`src/design/pdc_defs.svh`:
```
// Constants of the power-down controller: offsets, bit positions, timing.
// Assumes inclusion by bare name from every design file that needs them.
`ifndef PDC_DEFS_SVH
`define PDC_DEFS_SVH

`define PDC_ADDR_W 8
`define PDC_CTL_OFS 8'h10
`define PDC_AUX_OFS 8'h14
`define PDC_CTL_W 6
`define PDC_CTL_RST 6'h00
`define PDC_SEL_W 4
`define PDC_BIT_POR_DIS 5
`define PDC_BIT_SLEEP 4
`define PDC_BIT_PIN 3
`define PDC_BIT_OSC 2
`define PDC_BIT_FAB 1
`define PDC_BIT_CPU 0
`define PDC_AUX_RING 0
`define PDC_AUX_SDOFF 1
`define PDC_AUX_SDPD 2
`define PDC_AUX_RESTART 3
`define PDC_CNT_W 8
`define PDC_CLK_NS 20
`define PDC_OSC_SETTLE_NS 200
`define PDC_SELFREF_NS 100
`define PDC_CYC_MIN(ns) (((ns) + `PDC_CLK_NS - 1) / `PDC_CLK_NS)
`define PDC_SETTLE_CYC `PDC_CYC_MIN(`PDC_OSC_SETTLE_NS)
`define PDC_SELFREF_CYC `PDC_CYC_MIN(`PDC_SELFREF_NS)

`endif

```
`src/design/pdc_pkg.sv`:
```
// Types shared by the power-down controller modules.
// Assumes pdc_defs.svh is on the include path.
`include "pdc_defs.svh"

package pdc_pkg;

  typedef enum logic [1:0] {
    PDC_SD_ON = 2'b00,
    PDC_SD_SELFREF = 2'b01,
    PDC_SD_DOWN = 2'b10
  } pdc_sdram_t;

  typedef struct packed {
    logic [`PDC_CTL_W-1:0] ctl;
    logic ring;
    logic sd_off;
    pdc_sdram_t sd_state;
    logic [`PDC_CNT_W-1:0] sd_cnt;
    logic ack;
    logic [31:0] rdata;
    logic app_prev;
    logic rst_req;
  } pdc_main_state_t;

  typedef struct packed {
    logic fab_en;
    logic cpu_en;
    logic osc_stop;
    logic pin_off;
    logic settling;
    logic [`PDC_CNT_W-1:0] cnt;
  } pdc_gate_state_t;

endpackage

```
`src/design/pdc_gate_if.sv`:
```
// Carrier between the register side and the gate sequencer.
// Assumes both ends run on the same clock.
`include "pdc_defs.svh"

interface pdc_gate_if;
  logic sleep_next;
  logic [`PDC_SEL_W-1:0] sel;
  logic fab_en;
  logic cpu_en;
  logic osc_stop;
  logic pin_off;
  logic restarting;

  modport ctrl (
    output sleep_next, sel,
    input fab_en, cpu_en, osc_stop, pin_off, restarting
  );
  modport gate (
    input sleep_next, sel,
    output fab_en, cpu_en, osc_stop, pin_off, restarting
  );
endinterface

```
`src/design/pdc_sync.sv`:
```
// Two-flop synchroniser for asynchronous wake and reset inputs.
// Assumes inputs are levels held for more than two clocks.

module pdc_sync #(
  parameter int W = 1
) (
  input wire logic clk_i,
  input wire logic rst_i,
  input wire logic [W-1:0] d_i,
  output logic [W-1:0] q_o
);

  typedef struct packed {
    logic [W-1:0] s1;
    logic [W-1:0] s2;
  } pdc_sync_state_t;

  pdc_sync_state_t r_reg;
  pdc_sync_state_t r_next;

  always_comb begin
    r_next = r_reg;
    r_next.s1 = d_i;
    r_next.s2 = r_reg.s1;
  end

  always_ff @(posedge clk_i) begin
    if (rst_i) begin
      r_reg <= '0;
    end else begin
      r_reg <= r_next;
    end
  end

  assign q_o = r_reg.s2;

endmodule // pdc_sync

```
`src/design/pdc_gate_seq.sv`:
```
// Clock-enable and shutdown sequencer for power down.
// Assumes enables feed latch-based clock gates downstream.
`include "pdc_defs.svh"

module pdc_gate_seq #(
  parameter int SETTLE_CYC = `PDC_SETTLE_CYC
) (
  input wire logic clk_i,
  input wire logic rst_i,
  pdc_gate_if.gate g
);

  localparam logic [`PDC_CNT_W-1:0] SETTLE_LAST = `PDC_CNT_W'(SETTLE_CYC - 1);

  pdc_pkg::pdc_gate_state_t r_reg;
  pdc_pkg::pdc_gate_state_t r_next;

  always_comb begin
    r_next = r_reg;
    if (g.sleep_next) begin
      // Applied on the same edge that sets the request
      r_next.fab_en = ~g.sel[`PDC_BIT_FAB]; // RL6 RL2
      r_next.cpu_en = ~g.sel[`PDC_BIT_CPU]; // RL7 RL2
      r_next.osc_stop = g.sel[`PDC_BIT_OSC]; // RL5
      r_next.pin_off = g.sel[`PDC_BIT_PIN]; // RL4
      r_next.settling = 1'b0;
      r_next.cnt = '0;
    end else begin
      r_next.osc_stop = 1'b0; // RL9
      r_next.pin_off = 1'b0; // RL9
      if (!r_reg.fab_en || !r_reg.cpu_en) begin
        // Oscillator must settle before the clocks come back
        if (r_reg.cnt == SETTLE_LAST) begin
          r_next.fab_en = 1'b1; // RL16
          r_next.cpu_en = 1'b1; // RL16
          r_next.settling = 1'b0;
          r_next.cnt = '0;
        end else begin
          r_next.settling = 1'b1;
          r_next.cnt = r_reg.cnt + 1'b1;
        end
      end
    end
  end

  always_ff @(posedge clk_i) begin
    if (rst_i) begin
      r_reg <= '{fab_en: 1'b1, cpu_en: 1'b1, default: '0};
    end else begin
      r_reg <= r_next;
    end
  end

  // Enables only move at an edge, so a downstream gate never slivers
  assign g.fab_en = r_reg.fab_en;
  assign g.cpu_en = r_reg.cpu_en;
  assign g.osc_stop = r_reg.osc_stop;
  assign g.pin_off = r_reg.pin_off;
  assign g.restarting = r_reg.settling;

endmodule // pdc_gate_seq

```
`src/design/pdc_power_down_controller.sv`:
```
// Power-down controller: control register, wake logic, SDRAM shutdown.
// Assumes an Avalon-MM master on MCLK_I and asynchronous wake pins.
`include "pdc_defs.svh"

////////////////////////////////////////////////////////////////////////////////
// Operation
// RL1 - Request bit four enters power down
// RL2 - Selected shutdowns apply on the setting edge
// RL3 - Bit five disables the power-on reset circuit
// RL4 - Bit three disables design-marked pins in sleep
// RL5 - Bit two stops ring oscillator in sleep
// RL6 - Bit one gates fabric bus clock in sleep
// RL7 - Bit zero gates CPU bus clock in sleep
// RL8 - System reset clears control register
// RL9 - Any interrupt clears request, re-enables circuits
// RL10 - Application reset clears all, requests system reset
// RL11 - Software quiesces DMA and memories first
// RL12 - SDRAM off: self-refresh, then power down
// RL13 - Software disables synthesizer and crystal first
// RL14 - Software slows memory timing before switching
// RL15 - Wake runs system from ring oscillator
// RL16 - Wake synchronised, clocks restart glitch-free
// RL17 - Bits thirty-one to six read zero
module pdc_power_down_controller #(
  parameter int N_IRQ = 4,
  parameter int N_PIN = 8,
  parameter logic [N_PIN-1:0] PIN_SLEEP_MASK = '1,
  parameter int SETTLE_CYC = `PDC_SETTLE_CYC,
  parameter int SELFREF_CYC = `PDC_SELFREF_CYC
) (
  input wire logic MCLK_I,
  input wire logic SYS_RST_I,
  input wire logic [`PDC_ADDR_W-1:0] AV_ADDRESS_I,
  input wire logic AV_READ_I,
  input wire logic AV_WRITE_I,
  input wire logic [31:0] AV_WRITEDATA_I,
  input wire logic [3:0] AV_BYTEENABLE_I,
  output logic [31:0] AV_READDATA_O,
  output logic AV_WAITREQUEST_O,
  input wire logic [2:0] FABRIC_IRQ_I,
  input wire logic [N_IRQ-1:0] SYS_IRQ_I,
  input wire logic APPLICATION_RESET_SIDEBAND_I,
  output logic SLEEP_ACTIVE_O,
  output logic POR_DISABLE_O,
  output logic [N_PIN-1:0] PIN_DISABLE_O,
  output logic RING_OSC_STOP_O,
  output logic FABRIC_CLK_EN_O,
  output logic CPU_CLK_EN_O,
  output logic CLK_SRC_RING_O,
  output logic SDRAM_SELF_REFRESH_O,
  output logic SDRAM_POWER_DOWN_O,
  output logic SYS_RESET_REQ_O
);

  localparam int SYNC_W = N_IRQ + 4;
  localparam int RESTART_MAX = SETTLE_CYC + 1;
  localparam logic [`PDC_CNT_W-1:0] SR_LAST = `PDC_CNT_W'(SELFREF_CYC - 1);

  pdc_pkg::pdc_main_state_t r_reg;
  pdc_pkg::pdc_main_state_t r_next;
  pdc_gate_if gif ();

  logic [SYNC_W-1:0] sync_q;
  logic irq_any;
  logic app_sync;
  logic req;
  logic wr_acc;
  logic wr_ctl;
  logic wr_aux;

  //////////////////////////////////////////////////////////////////////////////
  // Wake inputs
  // Interrupt pins are asynchronous; two flops before any use
  pdc_sync #(
    .W(SYNC_W)
  ) u_sync (
    .clk_i(MCLK_I),
    .rst_i(SYS_RST_I),
    .d_i({APPLICATION_RESET_SIDEBAND_I, FABRIC_IRQ_I, SYS_IRQ_I}),
    .q_o(sync_q)
  );

  assign irq_any = |sync_q[SYNC_W-2:0]; // RL9 RL16
  assign app_sync = sync_q[SYNC_W-1];

  //////////////////////////////////////////////////////////////////////////////
  // Gate sequencer
  pdc_gate_seq #(
    .SETTLE_CYC(SETTLE_CYC)
  ) u_gate (
    .clk_i(MCLK_I),
    .rst_i(SYS_RST_I),
    .g(gif.gate)
  );

  assign gif.sleep_next = r_next.ctl[`PDC_BIT_SLEEP]; // RL2
  assign gif.sel = r_next.ctl[`PDC_SEL_W-1:0];

  //////////////////////////////////////////////////////////////////////////////
  // Bus decode
  // One wait state: data are loaded on the first edge, taken on the second
  assign req = AV_READ_I | AV_WRITE_I;
  assign AV_WAITREQUEST_O = req & ~r_reg.ack;
  assign wr_acc = AV_WRITE_I & r_reg.ack & AV_BYTEENABLE_I[0];
  assign wr_ctl = wr_acc && (AV_ADDRESS_I == `PDC_CTL_OFS);
  assign wr_aux = wr_acc && (AV_ADDRESS_I == `PDC_AUX_OFS);

  always_comb begin
    r_next = r_reg;
    r_next.ack = req & ~r_reg.ack;
    r_next.rst_req = 1'b0;
    r_next.app_prev = app_sync;
    if (AV_READ_I && !r_reg.ack) begin
      r_next.rdata = '0; // RL17
      if (AV_ADDRESS_I == `PDC_CTL_OFS) begin
        r_next.rdata[`PDC_CTL_W-1:0] = r_reg.ctl;
      end else if (AV_ADDRESS_I == `PDC_AUX_OFS) begin
        r_next.rdata[`PDC_AUX_RING] = r_reg.ring;
        r_next.rdata[`PDC_AUX_SDOFF] = r_reg.sd_off;
        r_next.rdata[`PDC_AUX_SDPD] = (r_reg.sd_state == pdc_pkg::PDC_SD_DOWN);
        r_next.rdata[`PDC_AUX_RESTART] = gif.restarting;
      end
    end
    if (wr_ctl) begin
      r_next.ctl = AV_WRITEDATA_I[`PDC_CTL_W-1:0]; // RL1 RL3 RL17
    end
    if (wr_aux) begin
      r_next.ring = AV_WRITEDATA_I[`PDC_AUX_RING];
      r_next.sd_off = AV_WRITEDATA_I[`PDC_AUX_SDOFF];
    end
    // SDRAM shutdown: self-refresh first so data survive
    case (r_reg.sd_state)
      pdc_pkg::PDC_SD_ON: begin
        if (r_reg.sd_off) begin
          r_next.sd_state = pdc_pkg::PDC_SD_SELFREF; // RL12
          r_next.sd_cnt = '0;
        end
      end
      pdc_pkg::PDC_SD_SELFREF: begin
        if (!r_reg.sd_off) begin
          r_next.sd_state = pdc_pkg::PDC_SD_ON;
        end else if (r_reg.sd_cnt == SR_LAST) begin
          r_next.sd_state = pdc_pkg::PDC_SD_DOWN; // RL12
        end else begin
          r_next.sd_cnt = r_reg.sd_cnt + 1'b1;
        end
      end
      pdc_pkg::PDC_SD_DOWN: begin
        if (!r_reg.sd_off) begin
          r_next.sd_state = pdc_pkg::PDC_SD_ON;
        end
      end
      default: begin
        r_next.sd_state = pdc_pkg::PDC_SD_ON;
      end
    endcase
    // Interrupt beats a software write of the request in the same cycle
    if (irq_any) begin
      r_next.ctl[`PDC_BIT_SLEEP] = 1'b0; // RL9
      if (r_reg.ctl[`PDC_BIT_SLEEP]) begin
        r_next.ring = 1'b1; // RL15
      end
    end
    // Application reset dominates everything
    if (app_sync) begin
      r_next.ctl = `PDC_CTL_RST; // RL10
      r_next.ring = 1'b0;
      r_next.sd_off = 1'b0;
      r_next.sd_state = pdc_pkg::PDC_SD_ON;
      r_next.ack = 1'b0;
      r_next.rst_req = ~r_reg.app_prev; // RL10
    end
  end

  always_ff @(posedge MCLK_I) begin
    if (SYS_RST_I) begin
      r_reg <= '{ctl: `PDC_CTL_RST, sd_state: pdc_pkg::PDC_SD_ON, default: '0}; // RL8
    end else begin
      r_reg <= r_next;
    end
  end

  //////////////////////////////////////////////////////////////////////////////
  // Outputs
  assign AV_READDATA_O = r_reg.rdata;
  assign SLEEP_ACTIVE_O = r_reg.ctl[`PDC_BIT_SLEEP]; // RL1
  assign POR_DISABLE_O = r_reg.ctl[`PDC_BIT_POR_DIS]; // RL3
  assign PIN_DISABLE_O = {N_PIN{gif.pin_off}} & PIN_SLEEP_MASK; // RL4
  assign RING_OSC_STOP_O = gif.osc_stop;
  assign FABRIC_CLK_EN_O = gif.fab_en;
  assign CPU_CLK_EN_O = gif.cpu_en;
  assign CLK_SRC_RING_O = r_reg.ring; // RL15
  assign SDRAM_SELF_REFRESH_O = (r_reg.sd_state == pdc_pkg::PDC_SD_SELFREF);
  assign SDRAM_POWER_DOWN_O = (r_reg.sd_state == pdc_pkg::PDC_SD_DOWN);
  assign SYS_RESET_REQ_O = r_reg.rst_req;
endmodule // pdc_power_down_controller

```
`config.mk`:
```
export PLATFORM = sky130hd
export DESIGN_NAME = pdc_power_down_controller
export DESIGN_NICKNAME = d
export VERILOG_FILES = /design/src/design/pdc_pkg.sv /design/src/design/pdc_gate_if.sv /design/src/design/pdc_sync.sv /design/src/design/pdc_gate_seq.sv /design/src/design/pdc_power_down_controller.sv
export VERILOG_INCLUDE_DIRS = /design/src /design/src/design
export SDC_FILE = /design/constraint.sdc
export NUM_CORES = 1
export LEC_CHECK = 0
export BUFFER_PORTS_ARGS = -buffer_cell sky130_fd_sc_hd__buf_2
export CAP_MARGIN = 20
export CORE_ASPECT_RATIO = 2
export CORE_MARGIN = 2
export CORE_UTILIZATION = 35
export DETAILED_ROUTE_END_ITERATION = 8
export SYNTH_ARGS = -nofsm -noshare
export SYNTH_HDL_FRONTEND = slang
export SYNTH_SLANG_ARGS = --single-unit
```
`constraint.sdc`:
```
create_clock -name MCLK_I -period 2.1 [get_ports MCLK_I]
set_clock_uncertainty 0.15 [all_clocks]
set_input_delay 0.105 -clock MCLK_I [delete_from_list [all_inputs] [get_ports MCLK_I]]
set_output_delay 0.105 -clock MCLK_I [all_outputs]
set_load 0.01 [all_outputs]
```
==> metrics, run 1 <==
outcome=complete, no violations; kind of launch point of the worst setup path=register; worst hold-check path type=in -> reg; synthesized cell area=2550 sq um; highest metal layer with signal wires=met4; Met1 Wirelength=2.03 mm; std cell rows=44; first-pass GRT wire length=7.46 mm; total vias in the final route=1900; highest-delay cell along the critical path=sky130_fd_sc_hd__or4b_4; average footprint of a synthesized cell=9.11 sq um; Via density=4.46; placed cells=404; DR pass1 iterations=4; number of synthesized register bits=56; starting density of the core=35.6%; antenna violations before repair=0; clk root buf=sky130_fd_sc_hd__clkbuf_16; PD cells=684 nW/um^2; unrepaired setup endpoints after global routing=false; Detail Route met2 WL=2.15 mm; horizontal die dimension=64.4 um; upper clock frequency limit=501 MHz; count of yosys warnings during synthesis=0; final standard cell utilization of the core=41.7%; Final TNS setup=0 ns; detailed-placement wirelength estimate=3.37 mm; Gates resized, CTS repair=0; clock sink total=56; Leak Pwr=1.34 nW; number of hold buffers added after CTS=14; largest net degree at the start of global routing=27; number of CTS-inserted buffers=5; share of async-settable or async-resettable flops after synthesis=0%; Max Buffers Root-to-Sink=2; Area contributors post-synth=sky130_fd_sc_hd__dfxtp_1, sky130_fd_sc_hd__buf_4, sky130_fd_sc_hd__nor2b_1; count of flip-flops with a built-in enable after synthesis=0; number of pins with negative max-slew slack in the final report=0; Max Fanout on Critical Path=6; placed cell areas=2700 sq um; clock latency on the worst-skew pair=0.29 ns; Max H-tree Level=2; commonest cells after routing, fill and taps aside=sky130_fd_sc_hd__dfxtp_1, sky130_fd_sc_hd__buf_2, sky130_fd_sc_hd__nor2_1, sky130_fd_sc_hd__conb_1, sky130_fd_sc_hd__nor2b_1; Max stage delay on crit path=0.46 ns; critical path start-end classification=reg -> reg; commonest non-fill, non-tap cell in the layout=sky130_fd_sc_hd__dfxtp_1; proportion of layout cells with a drive suffix above 1=21.6%; Starting DRT DRC Count=77; area of the core region=7160 sq um; type of destination of the critical path=register; count of endpoints failing setup in the final report=0; average wire per standard cell=10.7 um; largest area contributor in the synthesized netlist=sky130_fd_sc_hd__dfxtp_1; setup slack, reg-to-reg=0.10 ns; Required @ worst endpoint=2.13 ns; crit path cell chain=inv_1 > ha_1 > or4b_4 > o31a_1 > nand4_1 > xor2_1 > nor2_1; Antenna Diode Count=0; post-synth cell types=43; GPL Wtd Cong=0.838; portion of the clock cycle consumed by the worst path in the final layout=95.1%; worst IR drop on VDD=0.000409 V; Maximum Capacitance Violations=0; remaining antenna violation count=0; synthesized netlist cell count=280; chip height=125 um; data arrival time of the worst path=2.03 ns; area share of the largest cell type after synthesis=43.9%; Total Routed Length=4.54 mm; post-route non-filler standard cell count=426; routed wire length on met3=264 um; synthesis-to-layout area growth=17.1%; TritonCTS clock tree=built; vias in the first global route=1773; IO Count=106; clock-pin transition on the worst setup and hold timing paths=0.07 ns; Overflow after GRT=0; Die ar.=8030 sq um; most used flip-flop cell after synthesis=sky130_fd_sc_hd__dfxtp_1; post-layout minimum cycle time=2.00 ns; buffer count from post-CTS setup fixing=0; net total in the final layout=393; total track usage=11.7%; sequential area share after synthesis=43.9%; Port Buf Inserts=50; final cell area excluding filler cells=2990 sq um; max FFs per register=17; final count of hold timing violations=0; DRC violations left=0
[critical path, delay by kind of cell, from the launching register on]
kind / cells / cell delay [ns]
and+or+nand+nor: 3 / 0.64
AOI/OAI and AO/OA: 1 / 0.36
DFF: 1 / 0.33
xor gates and xnor gates: 1 / 0.16
adders and majority gates: 1 / 0.15
buffers and inverters: 1 / 0.09
[final timing paths]
kind,start,to,cells past startpoint
setup / recovery,r_reg[35],r_reg[38],7
hold / removal,AV_READ_I,r_reg[34],3
setup reg to reg,r_reg[35],r_reg[38],7
hold reg to reg,r_reg[1],SYS_RESET_REQ_O,1
[per-layer routing]
metal  vias up  GRT usage, %
met2        54          19.1
met5         -             0
met4         0          5.26
met3         6          3.25
li1        978             -
met1       862          14.0
[through the flow]
| step | hold slack, ns | worst slack, ns | power (W) |
|---|---|---|---|
| 4_1_cts | 0.0108 | 0.0939 | 0.00207 |
| 3_3_place_gp | 0.164 | 0.142 | 0.00123 |
| 5_1_grt | 0.0251 | 0.0237 | 0.00215 |
| 6_report | 0.0172 | 0.104 | 0.00204 |
| 3_5_place_dp | 0.168 | 0.104 | 0.00123 |
| 2_1_floorplan | 0.0341 | 0.249 | 0.00122 |
[cell type report]
class                      count  area, sq um
timing repair buffer          69          428
fill                         726         4170
inverter                       5         18.8
sequential                    56         1120
tap                           92          115
clock buffer                   8          146
multi-input combinational    196         1160
[power by group]
| part | total (W) | internal (W) | switching [W] |
|---|---|---|---|
| combinational | 0.000140 | 0.0000634 | 0.0000762 |
| clock | 0.000819 | 0.000476 | 0.000343 |
| sequential | 0.00109 | 0.00108 | 0.00000698 |
[synth_stat cells, types with 2 or more instances]
cell type and n:
sky130_fd_sc_hd__a21oi_1 16, sky130_fd_sc_hd__and3_1 3, sky130_fd_sc_hd__buf_4 40, sky130_fd_sc_hd__buf_6 2, sky130_fd_sc_hd__clkbuf_1 4, sky130_fd_sc_hd__dfxtp_1 56, sky130_fd_sc_hd__ha_1 4, sky130_fd_sc_hd__inv_1 5
sky130_fd_sc_hd__mux2i_1 11, sky130_fd_sc_hd__nand2_1 10, sky130_fd_sc_hd__nand2b_1 4, sky130_fd_sc_hd__nand3_1 12, sky130_fd_sc_hd__nand4_1 6, sky130_fd_sc_hd__nor2_1 34, sky130_fd_sc_hd__nor2b_1 22, sky130_fd_sc_hd__nor3_1 15
sky130_fd_sc_hd__nor4_2 2, sky130_fd_sc_hd__o31a_1 2, sky130_fd_sc_hd__or3_1 2, sky130_fd_sc_hd__xor2_1 7
[cell families after synthesis]
kind of cell,after synthesis,synth area share [%]
compound gates,23,5.20
other cells,1,0.147
buf+inv,53,14.3
simple gates,122,26.3
flops,56,43.9
fa+ha+maj,4,1.96
mux,13,5.35
xor+xnor,8,2.75
(Power assumes the default switching activity.)
==> run 2, diff against run 1 <==
Settings changed: GPL_TIMING_DRIVEN from default to 0.
==> run 2 against run 1 <==
The flow now finishes with violations (hold timing). Combinational power increased by 26%. Utilization increased by 5.0 points. Largest power group unchanged. Largest cell class unchanged. Cell area increased by 12%. Critical endpoint unchanged.
==> metrics, run 2 (same netlist as run 1, synthesis figures left out) <==
placed cells=446 (was 404); Max stage delay on crit path=0.46 ns (about the same); clock latency on the worst-skew pair=0.28 ns (was 0.29 ns); post-layout minimum cycle time=1.97 ns (was 2.00 ns); part of the total power dissipated in the clock network=43.9% (was 40.1%); kind of launch point of the worst setup path=register (unchanged); clock-pin transition on the worst setup and hold timing paths=0.07 ns (about the same); count of endpoints failing setup in the final report=0 (unchanged); DRC violations left=0 (unchanged); placed cell areas=3010 sq um (was 2700 sq um); combined flip-flop and latch cell area=1120 sq um (unchanged); portion of the clock cycle consumed by the worst path in the final layout=94.0% (was 95.1%); highest-delay cell along the critical path=sky130_fd_sc_hd__or4b_4 (unchanged); Required @ worst endpoint=2.13 ns (about the same); worst IR drop on VDD=0.000443 V (was 0.000409 V); smallest setup slack after layout=0.126 ns (was 0.104 ns); chip height=125 um (unchanged); starting density of the core=35.6% (unchanged); Starting DRT DRC Count=82 (was 77); combined area of the multi-input logic cells=1170 sq um (was 1160 sq um); largest net degree at the start of global routing=17 (was 27); buffer count from post-CTS setup fixing=0 (unchanged); data arrival time of the worst path=2.00 ns (was 2.03 ns); Max Buffers Root-to-Sink=2 (unchanged); Max H-tree Level=2 (unchanged); Die ar.=8030 sq um (unchanged); antenna violations before repair=0 (unchanged); GPL Wtd Cong=0.821 (was 0.838); total vias in the final route=2050 (was 1900); outcome=finished, violations left (was complete, no violations); final cell area excluding filler cells=3340 sq um (was 2990 sq um); worst hold-check path type=in -> reg (unchanged); Overflow after GRT=0 (unchanged); type of destination of the critical path=register (unchanged); Switching Share=20.0% (was 20.9%); std cell rows=44 (unchanged); sequential group share of total power=48.2% (was 53.1%); number of CTS-inserted buffers=5 (unchanged); Port Buf Inserts=49 (was 50); measured slew at the worst slew-check pin=0.607 ns; commonest cells after routing, fill and taps aside=sky130_fd_sc_hd__dfxtp_1, sky130_fd_sc_hd__buf_2, sky130_fd_sc_hd__buf_4, sky130_fd_sc_hd__nor2_1, sky130_fd_sc_hd__conb_1 (was sky130_fd_sc_hd__dfxtp_1, sky130_fd_sc_hd__buf_2, sky130_fd_sc_hd__nor2_1, sky130_fd_sc_hd__conb_1, sky130_fd_sc_hd__nor2b_1); Antenna Diode Count=0 (unchanged); net switching power of the design=0.000451 W (was 0.000426 W); first-pass GRT wire length=7.92 mm (was 7.46 mm); worst-case headroom to the max-slew limit=59.2%; total track usage=12.1% (was 11.7%); Hold WS=-0.00134 ns (was 0.0172 ns); final standard cell utilization of the core=46.7% (was 41.7%); violations in the final reports=hold timing; PD cells=674 nW/um^2 (was 684 nW/um^2); upper clock frequency limit=506 MHz (was 501 MHz); area of the core region=7160 sq um (unchanged); commonest non-fill, non-tap cell in the layout=sky130_fd_sc_hd__dfxtp_1 (unchanged); buffers and inverters on the worst path=1 (unchanged); clk root buf=sky130_fd_sc_hd__clkbuf_16 (unchanged); number of pins with negative max-slew slack in the final report=0 (unchanged); final count of hold timing violations=1 (was 0); cell-internal power=0.00180 W (was 0.00162 W); crit path cell chain=inv_1 > ha_1 > or4b_4 > o31a_1 > nand4_1 > xor2_1 > nor2_1 (unchanged); horizontal die dimension=64.4 um (unchanged); vias in the first global route=1863 (was 1773); dpl ws=0.124 ns (was 0.104 ns); Via density=4.38 (was 4.46); Maximum Capacitance Violations=0 (unchanged); Leak Pwr=1.57 nW (was 1.34 nW); TritonCTS clock tree=built (unchanged); Total Routed Length=4.79 mm (was 4.54 mm); max FFs per register=17 (unchanged); detailed-placement wirelength estimate=3.62 mm (was 3.37 mm); IO Count=106 (unchanged); DR pass1 iterations=4 (unchanged); power share of the combinational group=7.9% (was 6.8%); crit-path leading delay family=simple AND/OR/NAND/NOR gates (unchanged); clock sink total=56 (unchanged); average wire per standard cell=10.2 um (was 10.7 um); filler instances=709 (was 726); critical path start-end classification=reg -> reg (unchanged); net total in the final layout=435 (was 393); Final TNS setup=0 ns (unchanged); synthesis-to-layout area growth=31.0% (was 17.1%); post-route non-filler standard cell count=468 (was 426); unrepaired setup endpoints after global routing=false (unchanged); proportion of layout cells with a drive suffix above 1=29.8% (was 21.6%); remaining antenna violation count=0 (unchanged); Max Fanout on Critical Path=6 (unchanged)
[run 2: worst paths after layout]
path / depth (start not counted) / from / end / slack, ns
worst min register to register: 1 / r_reg[1] / SYS_RESET_REQ_O / 0.24
worst min-delay path: 3 / AV_WRITE_I / r_reg[34] / -0.001
worst max register to register: 7 / r_reg[35] / r_reg[38] / 0.13
worst max-delay path: 7 / r_reg[35] / r_reg[38] / 0.13
[run 2: area by class of cell]
class                   count  share of cell area, %
repair buffers             63                   11.5
flip-flops and latches     56                   33.5
multi-input cells         196                   35.1
inverters                   5                  0.561
well taps                  92                   3.44
clock inverters             1                  0.898
clock buffers               7                   4.57
plain buffers              48                   10.4
[run 2: timing repair]
action | in CTS | in global routing
endpoints found under the hold margin | 16 | 0
gates resized for setup | 0 | 2
hold buffers | 14 | 0
setup endpoints to repair | 0 | 6
[run 2: power by group through the flow]
stage               sequential [W]  combinational [W]  clock, W
floorplan                  0.00111           0.000112         0
global placement           0.00111           0.000153         0
detailed placement         0.00111           0.000154         0
CTS                        0.00109           0.000174   0.00101
global route               0.00109           0.000195   0.00105
finish                     0.00109           0.000177  0.000988
[run 2: layer usage]
| metal | vias to the layer above | routed length (um) | part of all wire (%) | global-route usage, % |
|---|---|---|---|---|
| li1 | 1065 | - | - | - |
| met1 | 923 | 2110 | 44 | 14.5 |
| met2 | 58 | 2390 | 50 | 20.9 |
| met3 | 4 | 260 | 5.4 | 3.16 |
| met4 | 0 | 37 | 0.77 | 3.75 |
| met5 | - | 0 | 0 | 0 |
[run 2: worst min-delay path, stage by stage]
cell                     delay, ns
sky130_fd_sc_hd__buf_2        0.09
sky130_fd_sc_hd__nor2_1       0.05
sky130_fd_sc_hd__nor3_1       0.15
[run 2: through the flow]
stage | power, W | hold WS [ns]
2_1_floorplan | 0.00122 | 0.0341
3_3_place_gp | 0.00126 | 0.162
3_5_place_dp | 0.00126 | 0.168
4_1_cts | 0.00227 | 0.00324
5_1_grt | 0.00234 | 0.0293
6_report | 0.00225 | -0.00134
==> run 3, diff against run 2 <==
Settings changed: CTS_CLUSTER_DIAMETER from default to 80, SYNTH_HIERARCHICAL from default to 1.
==> run 3 against run 2 <==
The run now ends clean. Utilization grew 0.35 points. Cell count is 0.21% lower. First-iteration DRC count fell by 16%. Global-route usage is 1.6 points higher. Register-to-register slack worse by 0.03 ns. Maximum frequency decreased by 1.5%. Cell area grew 1.5%. Clock power fell by 16%. Hold slack better by 0.019 ns. Largest cell class unchanged.
==> metrics, run 3 <==
average footprint of a synthesized cell=9.32 sq um (was 9.11 sq um); commonest non-fill, non-tap cell in the layout=sky130_fd_sc_hd__dfxtp_1 (unchanged); synthesis-to-layout area growth=32.0% (was 31.0%); Max Fanout on Critical Path=8 (was 6); Area contributors post-synth=sky130_fd_sc_hd__dfxtp_1, sky130_fd_sc_hd__buf_4, sky130_fd_sc_hd__nor2_1 (was sky130_fd_sc_hd__dfxtp_1, sky130_fd_sc_hd__buf_4, sky130_fd_sc_hd__nor2b_1); kind of launch point of the worst setup path=register (unchanged); Total Routed Length=5.28 mm (was 4.79 mm); synthesized cell area=2570 sq um (was 2550 sq um); largest area contributor in the synthesized netlist=sky130_fd_sc_hd__dfxtp_1 (unchanged); area of the core region=7210 sq um (was 7160 sq um); proportion of layout cells with a drive suffix above 1=35.2% (was 29.8%); number of synthesized register bits=56 (unchanged); synthesized netlist cell count=276 (was 280); Overflow after GRT=0 (unchanged); crit path cell chain=nand3_4 > nor4_4 > mux2i_2 > nor3_4 > or2_4 > a311oi_2 (was inv_1 > ha_1 > or4b_4 > o31a_1 > nand4_1 > xor2_1 > nor2_1); GPL Wtd Cong=0.826 (was 0.821); Port Buf Inserts=50 (was 49); top-count cell post-synth=sky130_fd_sc_hd__dfxtp_1 (unchanged); highest-delay cell along the critical path=sky130_fd_sc_hd__dfxtp_2 (was sky130_fd_sc_hd__or4b_4); first-pass GRT wire length=8.83 mm (was 7.92 mm); total vias in the final route=2075 (was 2050); Antenna Diode Count=0 (unchanged); Max Buffers Root-to-Sink=2 (unchanged); final count of hold timing violations=0 (was 1); number of CTS-inserted buffers=5 (unchanged); Maximum Capacitance Violations=0 (unchanged); worst hold-check path type=in -> reg (unchanged); std cell rows=44 (unchanged); Max stage delay on crit path=0.39 ns (was 0.46 ns); horizontal die dimension=64.6 um (was 64.4 um); chip height=125 um (about the same); count of endpoints failing setup in the final report=0 (unchanged); Required @ worst endpoint=2.15 ns (was 2.13 ns); remaining antenna violation count=0 (unchanged); largest net degree at the start of global routing=17 (unchanged); sequential area share after synthesis=43.6% (was 43.9%); leading cell types by count after synthesis=sky130_fd_sc_hd__dfxtp_1, sky130_fd_sc_hd__buf_4, sky130_fd_sc_hd__nor2_1 (unchanged); detailed-placement wirelength estimate=4.15 mm (was 3.62 mm); type of destination of the critical path=register (unchanged); IO Count=106 (unchanged); critical path start-end classification=reg -> reg (unchanged); Leak Pwr=1.50 nW (was 1.57 nW); crit-path leading delay family=simple AND/OR/NAND/NOR gates (unchanged); final standard cell utilization of the core=47.1% (was 46.7%); Die ar.=8090 sq um (was 8030 sq um); measured slew at the worst slew-check pin=0.714 ns (was 0.607 ns); clock-pin transition on the worst setup and hold timing paths=0.06 ns (was 0.07 ns); Max H-tree Level=2 (unchanged); net total in the final layout=434 (was 435); count of flip-flops with a built-in enable after synthesis=0 (unchanged); buffers and inverters on the worst path=0 (was 1); number of pins with negative max-slew slack in the final report=0 (unchanged); portion of the clock cycle consumed by the worst path in the final layout=95.4% (was 94.0%); unrepaired setup endpoints after global routing=false (unchanged); area share of the largest cell type after synthesis=43.6% (was 43.9%); TritonCTS clock tree=built (unchanged); worst IR drop on VDD=0.000559 V (was 0.000443 V); worst-case headroom to the max-slew limit=52.0% (was 59.2%); post-synth cell types=42 (was 43); upper clock frequency limit=499 MHz (was 506 MHz); Via density=4.44 (was 4.38); Starting DRT DRC Count=69 (was 82); most used flip-flop cell after synthesis=sky130_fd_sc_hd__dfxtp_1 (unchanged); commonest cells after routing, fill and taps aside=sky130_fd_sc_hd__dfxtp_1, sky130_fd_sc_hd__buf_2, sky130_fd_sc_hd__buf_4, sky130_fd_sc_hd__nor2_1, sky130_fd_sc_hd__conb_1 (unchanged); PD cells=625 nW/um^2 (was 674 nW/um^2); share of async-settable or async-resettable flops after synthesis=0% (unchanged); data arrival time of the worst path=2.05 ns (was 2.00 ns); post-layout minimum cycle time=2.00 ns (was 1.97 ns); smallest setup slack after layout=0.0963 ns (was 0.126 ns); post-layout total power=0.00212 W (was 0.00225 W); max FFs per register=17 (unchanged); clock latency on the worst-skew pair=0.29 ns (was 0.28 ns); average wire per standard cell=11.3 um (was 10.2 um); DR pass1 iterations=4 (unchanged); total track usage=13.7% (was 12.1%); vias in the first global route=1945 (was 1863); outcome=complete, no violations (was finished, violations left); DRC violations left=0 (unchanged); starting density of the core=35.7% (was 35.6%); count of yosys warnings during synthesis=6 (was 0); clk root buf=sky130_fd_sc_hd__clkbuf_16 (unchanged); antenna violations before repair=0 (unchanged); clock sink total=56 (unchanged); dpl ws=-0.452 ns (was 0.124 ns)
==> run 3: cell types whose count changed in the layout (fill, tap and decap cells not counted), sizes merged, moves of 4 or more <==
cell | previous run | this run
nor2 | 35 | 28
nand3 | 12 | 8
xor2 | 7 | 2
a221oi | 0 | 4
a41oi | 0 | 4
nand2 | 10 | 14
nor2b | 22 | 17
o21ai | 1 | 7
and2b | 0 | 6
==> run 3: repair_timing <==
item | CTS | global route
hold buffers | 14 | 0
buffers inserted | 1 | 1
pin swaps | 1 | 4
endpoints found under the setup margin | 13 | 9
gates cloned | 0 | 0
gates resized for setup | 0 | 9
endpoints found under the hold margin | 16 | 0
==> run 3: area by class of cell <==
cell class / count / area, sq um
Sequential cell: 56 / 1120
Clock buffer: 7 / 143
Buffer: 43 / 319
Inverter: 6 / 22.5
Timing Repair Buffer: 66 / 414
Tap cell: 92 / 115
Multi-Input combinational cell: 196 / 1250
Clock inverter: 1 / 7.51
Fill cell: 729 / 3820
==> run 3: per-stage QoR <==
step / hold slack [ns] / instance area (sq um) / TNS (ns) / cells
floorplan: 0.0410 / 2680 / 0 / 301
global placement: 0.163 / 3040 / -4.05 / 443
detailed placement: 0.170 / 3040 / -5.05 / 443
CTS: 0.0224 / 3340 / 0 / 466
global route: 0.0327 / 3390 / 0 / 467
finish: 0.0180 / 3390 / 0 / 467
==> run 3: per-layer routing <==
metal	vias up	share of wire, %	wire (um)	global-route usage (%)
met3	4	4.1	215	3.24
li1	1083	-	-	-
met4	0	0.76	40	3.38
met2	50	56	2950	26.7
met5	-	0	0	0
met1	938	39	2070	14.1
==> run 3: worst reg2reg max path: cells and delay by family, from the launching register on <==
family	cells	cell delay (ns)
simple gates	4	0.80
flops	1	0.39
mux	1	0.33
compound gates	1	0.24
==> run 3: logic make-up after synthesis <==
kind of cell             Yosys count  share of synthesized area, %
other                              1                         0.146
XOR/XNOR                           6                          2.04
multiplexers                       8                          3.11
flip-flops                        56                          43.6
AO/OA/AOI/OAI                     36                          9.53
buffers and inverters             49                          13.3
AND/OR/NAND/NOR                  116                          26.4
adder cells (fa/ha/maj)            4                          1.95
==> run 3: worst paths after layout <==
| path | startpoint | endpoint | slack (ns) | cells past startpoint |
|---|---|---|---|---|
| worst min register to register | r_reg[1] | SYS_RESET_REQ_O | 0.24 | 1 |
| worst max register to register | r_reg[34] | u_gate/r_reg[3] | 0.1 | 6 |
| worst max-delay path | r_reg[34] | u_gate/r_reg[3] | 0.1 | 6 |
| worst min-delay path | AV_READ_I | r_reg[34] | 0.02 | 3 |
==> run 3: report_power, final <==
group,internal (W),switching (W)
registers,0.00108,0.0000100
clock network,0.000475,0.000352
logic,0.000109,0.0000896
total,0.00167,0.000452
